==> src/rtl/oms_pkg.sv <==
// Constants and types shared by the operation-mode selector
package oms_pkg;

    // ----------------------------------------
    // Operation modes
    // ----------------------------------------
    typedef enum logic [1:0] {MODE_EXT, MODE_PU, MODE_NET, MODE_COMB} oms_mode_t;

    // ----------------------------------------
    // Register byte offsets
    // ----------------------------------------
    localparam logic [7:0] OFS_MODE_SELECT  = 8'h00;
    localparam logic [7:0] OFS_STARTUP_MODE = 8'h04;
    localparam logic [7:0] OFS_NET_CMD_SRC  = 8'h08;
    localparam logic [7:0] OFS_WRITE_PROT   = 8'h0c;
    localparam logic [7:0] OFS_STATUS       = 8'h10;
    localparam logic [7:0] OFS_TERM_FN_BASE = 8'h20;

    // ----------------------------------------
    // Reset values
    // ----------------------------------------
    localparam logic [7:0] RST_MODE_SELECT  = 8'h00;
    localparam logic [7:0] RST_STARTUP_MODE = 8'h00;
    localparam logic [7:0] RST_NET_CMD_SRC  = 8'h00;
    localparam logic [7:0] RST_WRITE_PROT   = 8'h00;
    localparam logic [7:0] RST_TERM_FN      = 8'h00;

    // ----------------------------------------
    // Setting values and terminal function codes
    // ----------------------------------------
    localparam logic [7:0] MSEL_PU_FIXED  = 8'h01;
    localparam logic [7:0] MSEL_EXT_NET   = 8'h02;
    localparam logic [7:0] MSEL_COMB_A    = 8'h03;
    localparam logic [7:0] MSEL_COMB_B    = 8'h04;
    localparam logic [7:0] MSEL_SWITCHOVR = 8'h06;
    localparam logic [7:0] MSEL_INTERLOCK = 8'h07;
    localparam logic [7:0] SMODE_NET      = 8'h01;
    localparam logic [7:0] SMODE_NET_RST  = 8'h02;
    localparam logic [7:0] SMODE_PUNET    = 8'h0a;
    localparam logic [7:0] SMODE_PUNET_RST = 8'h0c;
    localparam logic [7:0] FN_NETPANEL    = 8'h41;
    localparam logic [7:0] FN_NETEXT      = 8'h42;
    localparam logic [7:0] FN_PANELEXT    = 8'h10;
    localparam logic [7:0] WPROT_DISABLED = 8'h01;
    localparam logic [1:0] SYNC_STAGES    = 2'h2;

endpackage

==> src/rtl/oms_mode_selector.sv <==
// Operation-mode arbiter: parameters, terminal switching, power-on mode
module oms_mode_selector
    import oms_pkg::*;
#(
    parameter int NUM_TERM = 12
)
(
    input  wire logic       clk,
    input  wire logic       rst_b,
    input  wire logic [7:0] addr,
    input  wire logic [7:0] wdata,
    input  wire logic       wr,
    input  wire logic       rd,
    output logic      [7:0] rdata,
    input  wire logic       netpanel_switch_input,
    input  wire logic       netext_switch_input,
    input  wire logic       panel_interlock_input,
    input  wire logic       panel_ext_switch_input,
    input  wire logic       motorRunning,
    input  wire logic       startCmd,
    input  wire logic       commOptionFitted,
    input  wire logic       panelKeyToggle,
    input  wire logic       powerFailRestore,
    output oms_mode_t       opMode,
    output logic            output_stop_input
);

    // ----------------------------------------
    // Parameter registers and state
    // ----------------------------------------
    logic [7:0] mode_select_param;
    logic [7:0] startup_mode_param;
    logic [7:0] net_cmd_source_param;
    logic [7:0] write_protect_param;
    logic [7:0] terminal_function_params [NUM_TERM];
    logic       initPending;
    logic [3:0] termSync;
    oms_mode_t  next_opMode;

    logic npIn;
    logic neIn;
    logic lockIn;
    logic peIn;
    assign npIn   = termSync[0];
    assign neIn   = termSync[1];
    assign lockIn = termSync[2];
    assign peIn   = termSync[3];

    // ----------------------------------------
    // Terminal synchronisers
    // ----------------------------------------
    oms_sync #(.WIDTH(4)) u_sync
    (
        .clk     (clk),
        .rst_b   (rst_b),
        .asyncIn ({panel_ext_switch_input, panel_interlock_input,
                   netext_switch_input, netpanel_switch_input}),
        .syncOut (termSync)
    );

    function automatic logic fnAssigned(input logic [7:0] code);
        logic hit;
        hit = 1'b0;
        for (int i = 0; i < NUM_TERM; i++)
        begin
            if (terminal_function_params[i] == code)
            begin
                hit = 1'b1;
            end
        end
        return hit;
    endfunction

    function automatic logic fnLegalMsel(input logic [7:0] v);
        return (v <= MSEL_COMB_B) || (v == MSEL_SWITCHOVR) || (v == MSEL_INTERLOCK);
    endfunction

    // ----------------------------------------
    // Decoded conditions
    // ----------------------------------------
    logic stopped;
    logic isFixed;
    logic netUnusable;
    logic smodeLow;
    logic smodeHigh;
    logic netExtActive;
    logic netPanelActive;
    logic panelExtActive;
    logic switchOk;

    assign stopped     = !motorRunning || !startCmd;
    assign netUnusable = (net_cmd_source_param == RST_NET_CMD_SRC) && !commOptionFitted;
    assign smodeLow    = startup_mode_param <= SMODE_NET_RST;
    assign smodeHigh   = (startup_mode_param == SMODE_PUNET)
                      || (startup_mode_param == SMODE_PUNET_RST);
    // Priority order is fixed by the order of tests below
    assign isFixed = (mode_select_param == MSEL_PU_FIXED)
                  || (mode_select_param == MSEL_COMB_A)
                  || (mode_select_param == MSEL_COMB_B)
                  || ((mode_select_param == MSEL_INTERLOCK) && !lockIn);
    assign netExtActive = fnAssigned(FN_NETEXT) && smodeLow
                       && ((mode_select_param == RST_MODE_SELECT)
                        || (mode_select_param == MSEL_EXT_NET)
                        || (mode_select_param == MSEL_SWITCHOVR)
                        || (mode_select_param == MSEL_INTERLOCK));
    assign netPanelActive = fnAssigned(FN_NETPANEL) && smodeHigh
                         && ((mode_select_param == RST_MODE_SELECT)
                          || (mode_select_param == MSEL_SWITCHOVR));
    assign panelExtActive = fnAssigned(FN_PANELEXT)
                         && ((mode_select_param == RST_MODE_SELECT)
                          || (mode_select_param == MSEL_SWITCHOVR)
                          || (mode_select_param == MSEL_INTERLOCK));
    // Switching only at stop, except in switch-over setting
    assign switchOk = stopped || (mode_select_param == MSEL_SWITCHOVR);

    // ----------------------------------------
    // Switch-driven target mode
    // ----------------------------------------
    oms_mode_t switchMode;
    logic      switchValid;

    always_comb
    begin
        switchMode  = opMode;
        switchValid = 1'b0;
        if (netExtActive)
        begin
            switchValid = 1'b1;
            if (neIn)
            begin
                switchMode = (netUnusable && (mode_select_param != MSEL_EXT_NET))
                           ? MODE_PU : MODE_NET;
            end
            else if (mode_select_param == MSEL_EXT_NET)
            begin
                switchMode = MODE_EXT;
            end
            else if (netPanelActive)
            begin
                switchMode = npIn ? MODE_PU : MODE_NET;
            end
            else if (panelExtActive)
            begin
                switchMode = peIn ? MODE_EXT : MODE_PU;
            end
            else
            begin
                switchMode = MODE_EXT;
            end
        end
        else if (netPanelActive)
        begin
            switchValid = 1'b1;
            if (npIn)
            begin
                switchMode = neIn ? MODE_NET : MODE_PU;
            end
            else if (netUnusable)
            begin
                switchMode = MODE_PU;
            end
            else if (panelExtActive)
            begin
                switchMode = peIn ? MODE_EXT : MODE_PU;
            end
            else
            begin
                switchMode = MODE_NET;
            end
        end
        else if (panelExtActive)
        begin
            switchValid = 1'b1;
            switchMode  = peIn ? MODE_EXT : MODE_PU;
        end
    end

    // ----------------------------------------
    // Power-on and restoration mode
    // ----------------------------------------
    oms_mode_t startMode;

    always_comb
    begin
        if (mode_select_param == MSEL_PU_FIXED)
        begin
            startMode = MODE_PU;
        end
        else if ((mode_select_param == MSEL_COMB_A) || (mode_select_param == MSEL_COMB_B))
        begin
            startMode = MODE_COMB;
        end
        else if (mode_select_param == MSEL_INTERLOCK)
        begin
            startMode = (lockIn && smodeLow && startup_mode_param != RST_STARTUP_MODE)
                      ? MODE_NET : MODE_EXT;
        end
        else if (startup_mode_param == RST_STARTUP_MODE)
        begin
            startMode = MODE_EXT;
        end
        else
        begin
            startMode = MODE_NET;
        end
    end

    // ----------------------------------------
    // Mode arbitration
    // ----------------------------------------
    logic restoreHeld;
    assign restoreHeld = (startup_mode_param == SMODE_NET_RST)
                      || (startup_mode_param == SMODE_PUNET_RST);

    always_comb
    begin
        next_opMode = opMode;
        case (mode_select_param)
            MSEL_PU_FIXED:  next_opMode = MODE_PU;
            MSEL_COMB_A,
            MSEL_COMB_B:    next_opMode = MODE_COMB;
            default:
            begin
                if ((mode_select_param == MSEL_INTERLOCK) && !lockIn)
                begin
                    next_opMode = MODE_EXT;
                end
                else if (initPending)
                begin
                    next_opMode = startMode;
                end
                else if (powerFailRestore)
                begin
                    next_opMode = restoreHeld ? opMode : startMode;
                end
                else if (switchOk && switchValid)
                begin
                    next_opMode = switchMode;
                end
                else if (switchOk && panelKeyToggle && smodeHigh
                         && (mode_select_param != MSEL_EXT_NET))
                begin
                    // Panel key only toggles between panel and network
                    if (opMode == MODE_PU)
                    begin
                        next_opMode = MODE_NET;
                    end
                    else if (opMode == MODE_NET)
                    begin
                        next_opMode = MODE_PU;
                    end
                end
            end
        endcase
    end

    always_ff @(posedge clk)
    begin
        if (!rst_b)
        begin
            opMode      <= MODE_EXT;
            initPending <= 1'b1;
        end
        else
        begin
            opMode      <= next_opMode;
            initPending <= 1'b0;
        end
    end

    // Output stop applies only under interlock setting in external mode
    always_ff @(posedge clk)
    begin
        if (!rst_b)
        begin
            output_stop_input <= 1'b0;
        end
        else
        begin
            output_stop_input <= (mode_select_param == MSEL_INTERLOCK) && lockIn
                              && (next_opMode == MODE_EXT);
        end
    end

    // ----------------------------------------
    // Register writes
    // ----------------------------------------
    // Interlock off under setting 7 blocks every write but mode select and startup mode
    logic generalWrOk;
    assign generalWrOk = (write_protect_param != WPROT_DISABLED)
                      && !((mode_select_param == MSEL_INTERLOCK) && !lockIn);

    always_ff @(posedge clk)
    begin
        if (!rst_b)
        begin
            mode_select_param <= RST_MODE_SELECT;
        end
        else if (wr && addr == OFS_MODE_SELECT && stopped && fnLegalMsel(wdata))
        begin
            mode_select_param <= wdata;
        end
    end

    always_ff @(posedge clk)
    begin
        if (!rst_b)
        begin
            startup_mode_param <= RST_STARTUP_MODE;
        end
        else if (wr && addr == OFS_STARTUP_MODE && (stopped || commOptionFitted)
                 && (write_protect_param != WPROT_DISABLED || stopped))
        begin
            startup_mode_param <= wdata;
        end
    end

    always_ff @(posedge clk)
    begin
        if (!rst_b)
        begin
            net_cmd_source_param <= RST_NET_CMD_SRC;
            write_protect_param  <= RST_WRITE_PROT;
        end
        else if (wr && generalWrOk && addr == OFS_NET_CMD_SRC)
        begin
            net_cmd_source_param <= wdata;
        end
        else if (wr && addr == OFS_WRITE_PROT && !((mode_select_param == MSEL_INTERLOCK)
                 && !lockIn))
        begin
            write_protect_param <= wdata;
        end
    end

    // Changing assignments mid-run could jump the mode, so stop is required
    always_ff @(posedge clk)
    begin
        for (int i = 0; i < NUM_TERM; i++)
        begin
            if (!rst_b)
            begin
                terminal_function_params[i] <= RST_TERM_FN;
            end
            else if (wr && generalWrOk && stopped
                     && addr == OFS_TERM_FN_BASE + 8'(4 * i))
            begin
                terminal_function_params[i] <= wdata;
            end
        end
    end

    // ----------------------------------------
    // Register reads
    // ----------------------------------------
    logic [7:0] readMux;

    always_comb
    begin
        readMux = 8'h00;
        case (addr)
            OFS_MODE_SELECT:  readMux = mode_select_param;
            OFS_STARTUP_MODE: readMux = startup_mode_param;
            OFS_NET_CMD_SRC:  readMux = net_cmd_source_param;
            OFS_WRITE_PROT:   readMux = write_protect_param;
            OFS_STATUS:       readMux = {3'h0, termSync[2], output_stop_input,
                                         initPending, opMode};
            default:
            begin
                for (int i = 0; i < NUM_TERM; i++)
                begin
                    if (addr == OFS_TERM_FN_BASE + 8'(4 * i))
                    begin
                        readMux = terminal_function_params[i];
                    end
                end
            end
        endcase
    end

    always_ff @(posedge clk)
    begin
        if (!rst_b)
        begin
            rdata <= 8'h00;
        end
        else
        begin
            rdata <= rd ? readMux : 8'h00;
        end
    end
endmodule

==> src/rtl/oms_sync.sv <==
// Two-flop synchroniser for the assignable terminal inputs
module oms_sync
    import oms_pkg::*;
#(
    parameter int WIDTH = 4
)
(
    input  wire logic             clk,
    input  wire logic             rst_b,
    input  wire logic [WIDTH-1:0] asyncIn,
    output logic      [WIDTH-1:0] syncOut
);

    logic [WIDTH-1:0] stage1;

    // First stage feeds only the second stage
    always_ff @(posedge clk)
    begin
        if (!rst_b)
        begin
            stage1  <= '0;
            syncOut <= '0;
        end
        else
        begin
            stage1  <= asyncIn;
            syncOut <= stage1;
        end
    end

endmodule

==> config.mk <==
export PLATFORM = sky130hd
export DESIGN_NAME = oms_mode_selector
export DESIGN_NICKNAME = d
export VERILOG_FILES = /design/src/rtl/oms_pkg.sv /design/src/rtl/oms_mode_selector.sv /design/src/rtl/oms_sync.sv
export SDC_FILE = /design/constraint.sdc
export NUM_CORES = 1
export LEC_CHECK = 0
export BUFFER_PORTS_ARGS = -buffer_cell sky130_fd_sc_hd__buf_2
export CORE_MARGIN = 2
export CORE_UTILIZATION = 30
export CTS_CLUSTER_SIZE = 10
export DETAILED_ROUTE_END_ITERATION = 8
export GPL_TIMING_DRIVEN = 0
export RECOVER_POWER = 50
export SLEW_MARGIN = 40
export SYNTH_ARGS = -nofsm -noshare
export SYNTH_HDL_FRONTEND = slang
export SYNTH_SLANG_ARGS = --single-unit
==> constraint.sdc <==
create_clock -name clk -period 2.3 [get_ports clk]
set_input_delay 0.46 -clock clk [delete_from_list [all_inputs] [get_ports clk]]
set_output_delay 0.46 -clock clk [all_outputs]
set_load 0.1 [all_outputs]
### Word level (Yosys, flattened, before mapping)

Memory sizes are Yosys's and may differ from the RTL's.
Cells that the tools add are included.

| storage, ports and cells | value |
|---|---|
| register bits | 52 |
| RAM bits | 96 |
| output and inout port bits | 11 |
| word-level logic and storage cells | 289 |
| memories kept | 1 |

Memories:

| memory | depth | width | read ports | clocked after Yosys merged registers in | wr ports | line | text |
|---|---|---|---|---|---|---|---|
| terminal_function_params | 12 | 8 | 12 | 0 | 12 | oms_mode_selector.sv:35 | `logic [7:0] terminal_function_params [NUM_TERM];` |

| operators by class | value |
|---|---|
| magnitude comparators | 2 |
| eq/ne operators | 67 |
| multiplexer cells | 128 |
| bitwise logic cells | 13 |
| reduce and logical (&&, ||, !) cells | 68 |

Operators by type and width:

| operator | count |
|---|---|
| $eq A8 B7 Y1 const B | 28 |
| $mux W8 | 24 |
| $eq A8 B5 Y1 const B | 13 |
| $mux W1 | 78 |
| $eq A8 B6 Y1 const B | 8 |
| $eq A8 B3 Y1 const B | 6 |
| $mux W2 | 24 |
| $logic_and A1 B1 Y1 | 40 |
| $pmux W8 S5 | 1 |
| $eq A8 B4 Y1 const B | 4 |
| $logic_not A8 Y1 | 4 |
| $eq A8 B2 Y1 const B | 3 |
| $logic_or A1 B1 Y1 | 14 |
| $or A1 B1 Y1 | 12 |
| $eq A8 B1 Y1 const B | 1 |
| $le A8 B2 Y1 const B | 1 |
| $le A8 B3 Y1 const B | 1 |
| $ne A8 B1 Y1 const B | 1 |
| $ne A8 B2 Y1 const B | 1 |
| $reduce_bool A8 Y1 | 1 |
| $logic_not A1 Y1 | 5 |
| $pmux W2 S2 | 1 |
| $reduce_and A2 Y1 | 2 |
| $eq A2 B1 Y1 const B | 1 |
| 4 further kinds | 4 |

### Depth between registers and ports, before layout

An unclocked memory read counts as a cell.

| logic depth | value |
|---|---|
| depth after elaboration | 27 |
| depth in mapped cells | 9 |
| mapped depth without buffers | 8 |

### Cells and area by module

Synthesis repeated with hierarchy kept, for this count alone.

| second synthesis, totals | value |
|---|---|
| cells, all modules | 770 |
| area, all modules | 7823.8 um2 |

By module, submodules not included:

| module | instances | cells an instance | area an instance (um2) | sequential area each (um2) |
|---|---|---|---|---|
| oms_mode_selector | 1 | 754 | 7613.6 | 3763.6 |
| oms_sync | 1 | 16 | 210.2 | 160.2 |

### Worst setup path before layout

OpenSTA, ideal clock, no wires.

| timing | value |
|---|---|
| path kind | register -> register |
| start | register mode_select_param[4] |
| end | memory terminal_function_params[0][0], enable pin |
| setup time | 0.357 ns |
| arrival time | 2.123 ns |
| data required time | 1.943 ns |
| setup slack | -0.180 ns |
| cell stages (with the launch flop) | 8 |
| buffers on the path | 1 |
| path through | dfxtp_1 -> or2_1 -> nor4_1 -> nand4b_1 -> and3_1 -> nand2_1 -> clkbuf_1 -> o21ai_0 |

RTL lines:

| item | line | text |
|---|---|---|
| start: declaration | oms_mode_selector.sv:31 | `logic [7:0] mode_select_param;` |
| start signal: assignment | oms_mode_selector.sv:301 | `mode_select_param <= wdata;` |
| end: declaration | oms_mode_selector.sv:35 |  |

### Worst setup path after layout

| timing | value |
|---|---|
| start | register startup_mode_param[6] |
| end | register output_stop_input |

| between the ends | value |
|---|---|
| longest elaborated chain between the ends | 15 |
| elaborated cells between the ends (all ways) | 37 |
| classes of those cells | order compare (1); eq/ne (3); mux (18); reduce/logical (15) |

Ends and longest elaborated chain:

| item | line | text |
|---|---|---|
| start: declaration | oms_mode_selector.sv:32 | `logic [7:0] startup_mode_param;` |
| start signal: assignment | oms_mode_selector.sv:314 | `startup_mode_param <= wdata;` |
| parallel branches: the longest is 10 deep, another holds $le A8 B2 Y1 | -- |  |
| $mux W2 * | oms_mode_selector.sv:228 | `else if (initPending)` |
| $mux W2 * | oms_mode_selector.sv:224 | `if ((mode_select_param == MSEL_INTERLOCK) && !lockIn)` |
| $pmux W2 S2 * | oms_mode_selector.sv:218 | `case (mode_select_param)` |
| $logic_not A2 Y1 * | oms_mode_selector.sv:281 | `&& (next_opMode == MODE_EXT);` |
| $logic_and A1 B1 Y1 * | oms_mode_selector.sv:281 |  |
| end signal: assignment | oms_mode_selector.sv:280 | `output_stop_input <= (mode_select_param == MSEL_INTERLOCK) && lockIn` |
| end: declaration | oms_mode_selector.sv:25 | `output logic output_stop_input` |

Every way passes the cells marked *.
A chain may end at the register's enable or synchronous reset.

==> implementation parameters <==
Parameter                              Value

Outcome
  Status ... finished with violations
  Violations in the final reports ... setup timing

STA
  Final period util ... 116%
  WHS ... 236 ps
  Final Slew Violations ... 0
  Clock Skews ... 12.6 ps
  Post-layout min period ... 2660 ps
  Number of hold-slack violations in the final timing report ... 0
  Relative slew slack ... a little under a quarter
  Fin worst setup slack ... -359 ps
  Achievable frequency ... 376 MHz
  Final setup viols ... between 60 and 70
  Unrepaired setup endpoints after global routing ... yes
  Total Negative Setup Slacks ... -10770 ps
  Worst Tran Pin Value ... 1170 ps

Routing
  Iteration count of the initial detailed-routing pass ... 8
  DR DRC count ... 0
  Post-route ant nets ... 0
  Wire length reported by the detailed router ... 23.2 mm
  DRC marker count from the first detailed-route iteration ... 734
  Vias after detailed routing ... 6117
  Average via count per standard cell ... 5.57
  WL per Instance ... around 21 µm

Worst setup path
  Setup slack on the worst flop-to-flop path ... -360 ps
  Crit Path Category ... reg2reg
  Cell at the slowest stage of the critical path ... sky130_fd_sc_hd__or4b_4
  Cell Chain, Critical Path ... or4_4 -> or4b_4 -> nand4bb_4 -> mux2_4 -> o31a_1 -> o22ai_2 -> nor3b_2
  Buf+Inv Stages, Crit Path ... 0
  Largest fanout of any net on the critical path ... 3
  Nature of the critical path endpoint ... flop
  Worst path max stage delay ... 580 ps
  CP startpoint kind ... flop
  Kind of cell adding the most delay to the critical path ... simple AND/OR/NAND/NOR gates
  WP data required ... 2670 ps
  Critical Path AT ... just over 3000 ps

Global route
  Via count of the first global-routing pass ... just under 6000
  Leftover overflow at the end of global routing ... 0
  Maximum number of pins on one net before global-route repair ... 17
  Initial antenna violation count ... 0
  Total global routing track utilization ... between 10% and 20%
  Wire length of the first global-routing pass ... roughly 35 mm

Logic synthesis
  Post-Syn Nets ... 732
  Share of the synthesized area in the top cell type ... 38.8%
  Cell area after synthesis ... 7430 µm²
  Avg Cell Area, Syn ... 10.6 µm²
  EDFF count, synth ... 96
  Prevailing post-synth register cell ... sky130_fd_sc_hd__edfxtp_1
  Library cells used by synthesis ... 71
  Top cell type by total area after synthesis ... sky130_fd_sc_hd__edfxtp_1
  Number of warnings reported in the yosys synthesis log ... 0
  Leading cell types by total area after synthesis ... sky130_fd_sc_hd__edfxtp_1 (39%), sky130_fd_sc_hd__dfxtp_1 (14%), sky130_fd_sc_hd__and2_1 (8.6%), sky130_fd_sc_hd__mux2i_1 (3.5%), sky130_fd_sc_hd__nor2_1 (3.4%)
  Sequential element share of the synthesized area ... 52.8%
  Flip-flop and latch count after synthesis ... 148
  Cell count after synthesis ... 703
  Fraction of registers with async set or reset after synthesis ... 0%

Power
  Total power density per cell area ... 673 nW/µm²
  Switching part of the total ... 24.4%
  Combinational fraction of design power ... about 5.9%
  Static power due to leakage ... between 0.003 and 0.004 µW
  Cell internal pwr ... 4500 µW
  Switching power ... 1460 µW
  Maximum vdd drop ... approximately 0.00054 V
  Proportion of power drawn by flip-flops and latches ... between 40 and 50%
  Share of total power in the clock network ... around 45%

Placed design
  Number of buffers inserted by port buffering ... 36
  Gp weighted congestion ... 0.935
  Worst slack, placed ... -817 ps
  HPWL Detailed ... 17.3 mm
  Placement Cell Area ... roughly 8000 µm²

CTS
  Cts hold-fix bufs ... 0
  CTS clk-pin slew, worst paths ... 70 ps
  Clock tree root driver cell ... sky130_fd_sc_hd__clkbuf_16
  Deepest clock path buffer count ... 2
  Clk sink count ... 148
  Clock tree from TritonCTS ... built
  Number of H-tree levels ... 4
  Clock latency at the later pin of the worst-skew pair ... 440 ps
  Number of buffers created by CTS ... 17

Flow run
  Reported max-cap violation count ... 0

Floorplanning
  CORE AREA ... 24300 µm²
  Die height ... roughly 160 µm
  Die extent in x ... 161 µm
  Effective utilization at floorplan ... 30.6%
  Number of rows created at floorplan ... 57
  Die Footprint ... 26000 µm²
  Number of placed I/O pins ... 40

Finish
  Proportion of layout cells with a drive suffix above 1 ... around 16%
  # diodes ... 0
  Final-stage net count ... between 700 and 800
  Finished layout cell area ... roughly 8800 µm²
  Final core utilization ... 36.4%
  Layout overhead on the synthesized area ... 19.1%

Min path
  Worst hold path type ... in2reg
cell usage after synthesis (8+ instances only):
cell type,instances
sky130_fd_sc_hd__clkbuf_1,24
sky130_fd_sc_hd__a222oi_1,9
sky130_fd_sc_hd__nor4_1,17
sky130_fd_sc_hd__and2_1,102
sky130_fd_sc_hd__a21oi_1,15
sky130_fd_sc_hd__nor3_1,20
sky130_fd_sc_hd__nand3_1,13
sky130_fd_sc_hd__and3_1,8
sky130_fd_sc_hd__nand4b_1,19
sky130_fd_sc_hd__nor2b_1,12
sky130_fd_sc_hd__o21ai_0,31
sky130_fd_sc_hd__o22ai_1,11
sky130_fd_sc_hd__a22oi_1,19
sky130_fd_sc_hd__mux2i_1,26
sky130_fd_sc_hd__nor4b_1,17
sky130_fd_sc_hd__edfxtp_1,96
sky130_fd_sc_hd__a221oi_1,8
sky130_fd_sc_hd__dfxtp_1,52
sky130_fd_sc_hd__nor2_1,68
sky130_fd_sc_hd__nand2_1,40
worst paths after layout:
kind,startpoint,to,cells after the start
setup / recovery,startup_mode_param[6],output_stop_input,7
hold / removal,panel_interlock_input,u_sync.stage1[2],2
setup reg to reg,startup_mode_param[6],output_stop_input,7
hold reg to reg,u_sync.stage1[3],u_sync.syncOut[3],1
per-stage QoR:
step	total power (µW)	std cells
2_1_floorplan	3140	703
3_3_place_gp	3300	1063
3_5_place_dp	3300	1063
4_1_cts	5970	1099
5_1_grt	6130	1098
6_report	5960	1098
placed cells by master, fill, tap and decap left out, drive strengths merged, types with 13 or more instances in the layout:
| cell | instances |
|---|---|
| nand4b | 19 |
| nor4 | 17 |
| nand2 | 40 |
| o21ai | 31 |
| nor3 | 20 |
| buf | 35 |
| clkbuf | 54 |
| a22oi | 19 |
| a21oi | 15 |
| edfxtp | 96 |
| nand3 | 13 |
| nor2 | 69 |
| nor4b | 17 |
| dfxtp | 52 |
| and2 | 103 |
| mux2i | 26 |
cell type report:
| type | count | area [µm²] |
|---|---|---|
| fill | 2415 | 15500 |
| sequential | 148 | 3930 |
| multi-input combinational | 520 | 3580 |
| clock buffer | 21 | 483 |
| tap | 324 | 405 |
| timing repair buffer | 42 | 220 |
| buffer | 26 | 129 |
| clock inverter | 11 | 86.3 |
| inverter | 6 | 22.5 |
power by group through the flow:
stage | clock network [µW] | logic, µW | registers [µW]
3_3_place_gp | 0 | 315 | 2980
5_1_grt | 2820 | 374 | 2930
3_5_place_dp | 0 | 321 | 2980
6_report | 2680 | 349 | 2930
2_1_floorplan | 0 | 165 | 2980
4_1_cts | 2700 | 345 | 2920
logic make-up after synthesis:
logic type | count (synthesis) | share of synthesized area [%]
AOI/OAI and AO/OA | 142 | 13.9
xor gates and xnor gates | 1 | 0.118
buffers and inverters | 35 | 1.94
DFF | 148 | 52.8
muxes | 27 | 3.70
and+or+nand+nor | 350 | 27.6
state kept, by name, summed over array words and instances (netlist names):
signal,flops
initPending,1
mode_select_param,8
net_cmd_source_param,8
opMode,2
output_stop_input,1
rdata,8
startup_mode_param,8
terminal_function_params,96
u_sync.stage1,4
u_sync.syncOut,4
write_protect_param,8
worst reg2reg max path, cell delays in order, from the launching register on:
cell and delay (ps):
sky130_fd_sc_hd__dfxtp_2 330, sky130_fd_sc_hd__or4_4 550, sky130_fd_sc_hd__or4b_4 580, sky130_fd_sc_hd__nand4bb_4 230, sky130_fd_sc_hd__mux2_4 310, sky130_fd_sc_hd__o31a_1 240
sky130_fd_sc_hd__o22ai_2 170, sky130_fd_sc_hd__nor3b_2 190
routing by layer:
layer	track usage, %	share of wire (%)	vias to the layer above
met5	0	0	-
met2	29.7	47	257
met3	3.52	6.8	36
li1	-	-	2832
met1	23.7	43	2992
met4	6.29	2.4	0
what timing repair did:
action / in CTS / in global routing
buffers inserted: 4 / 2
setup endpoints to repair: 232 / 186
gates resized for setup: 39 / 20
pin swaps: 4 / 4
(Power assumes the default switching activity.)
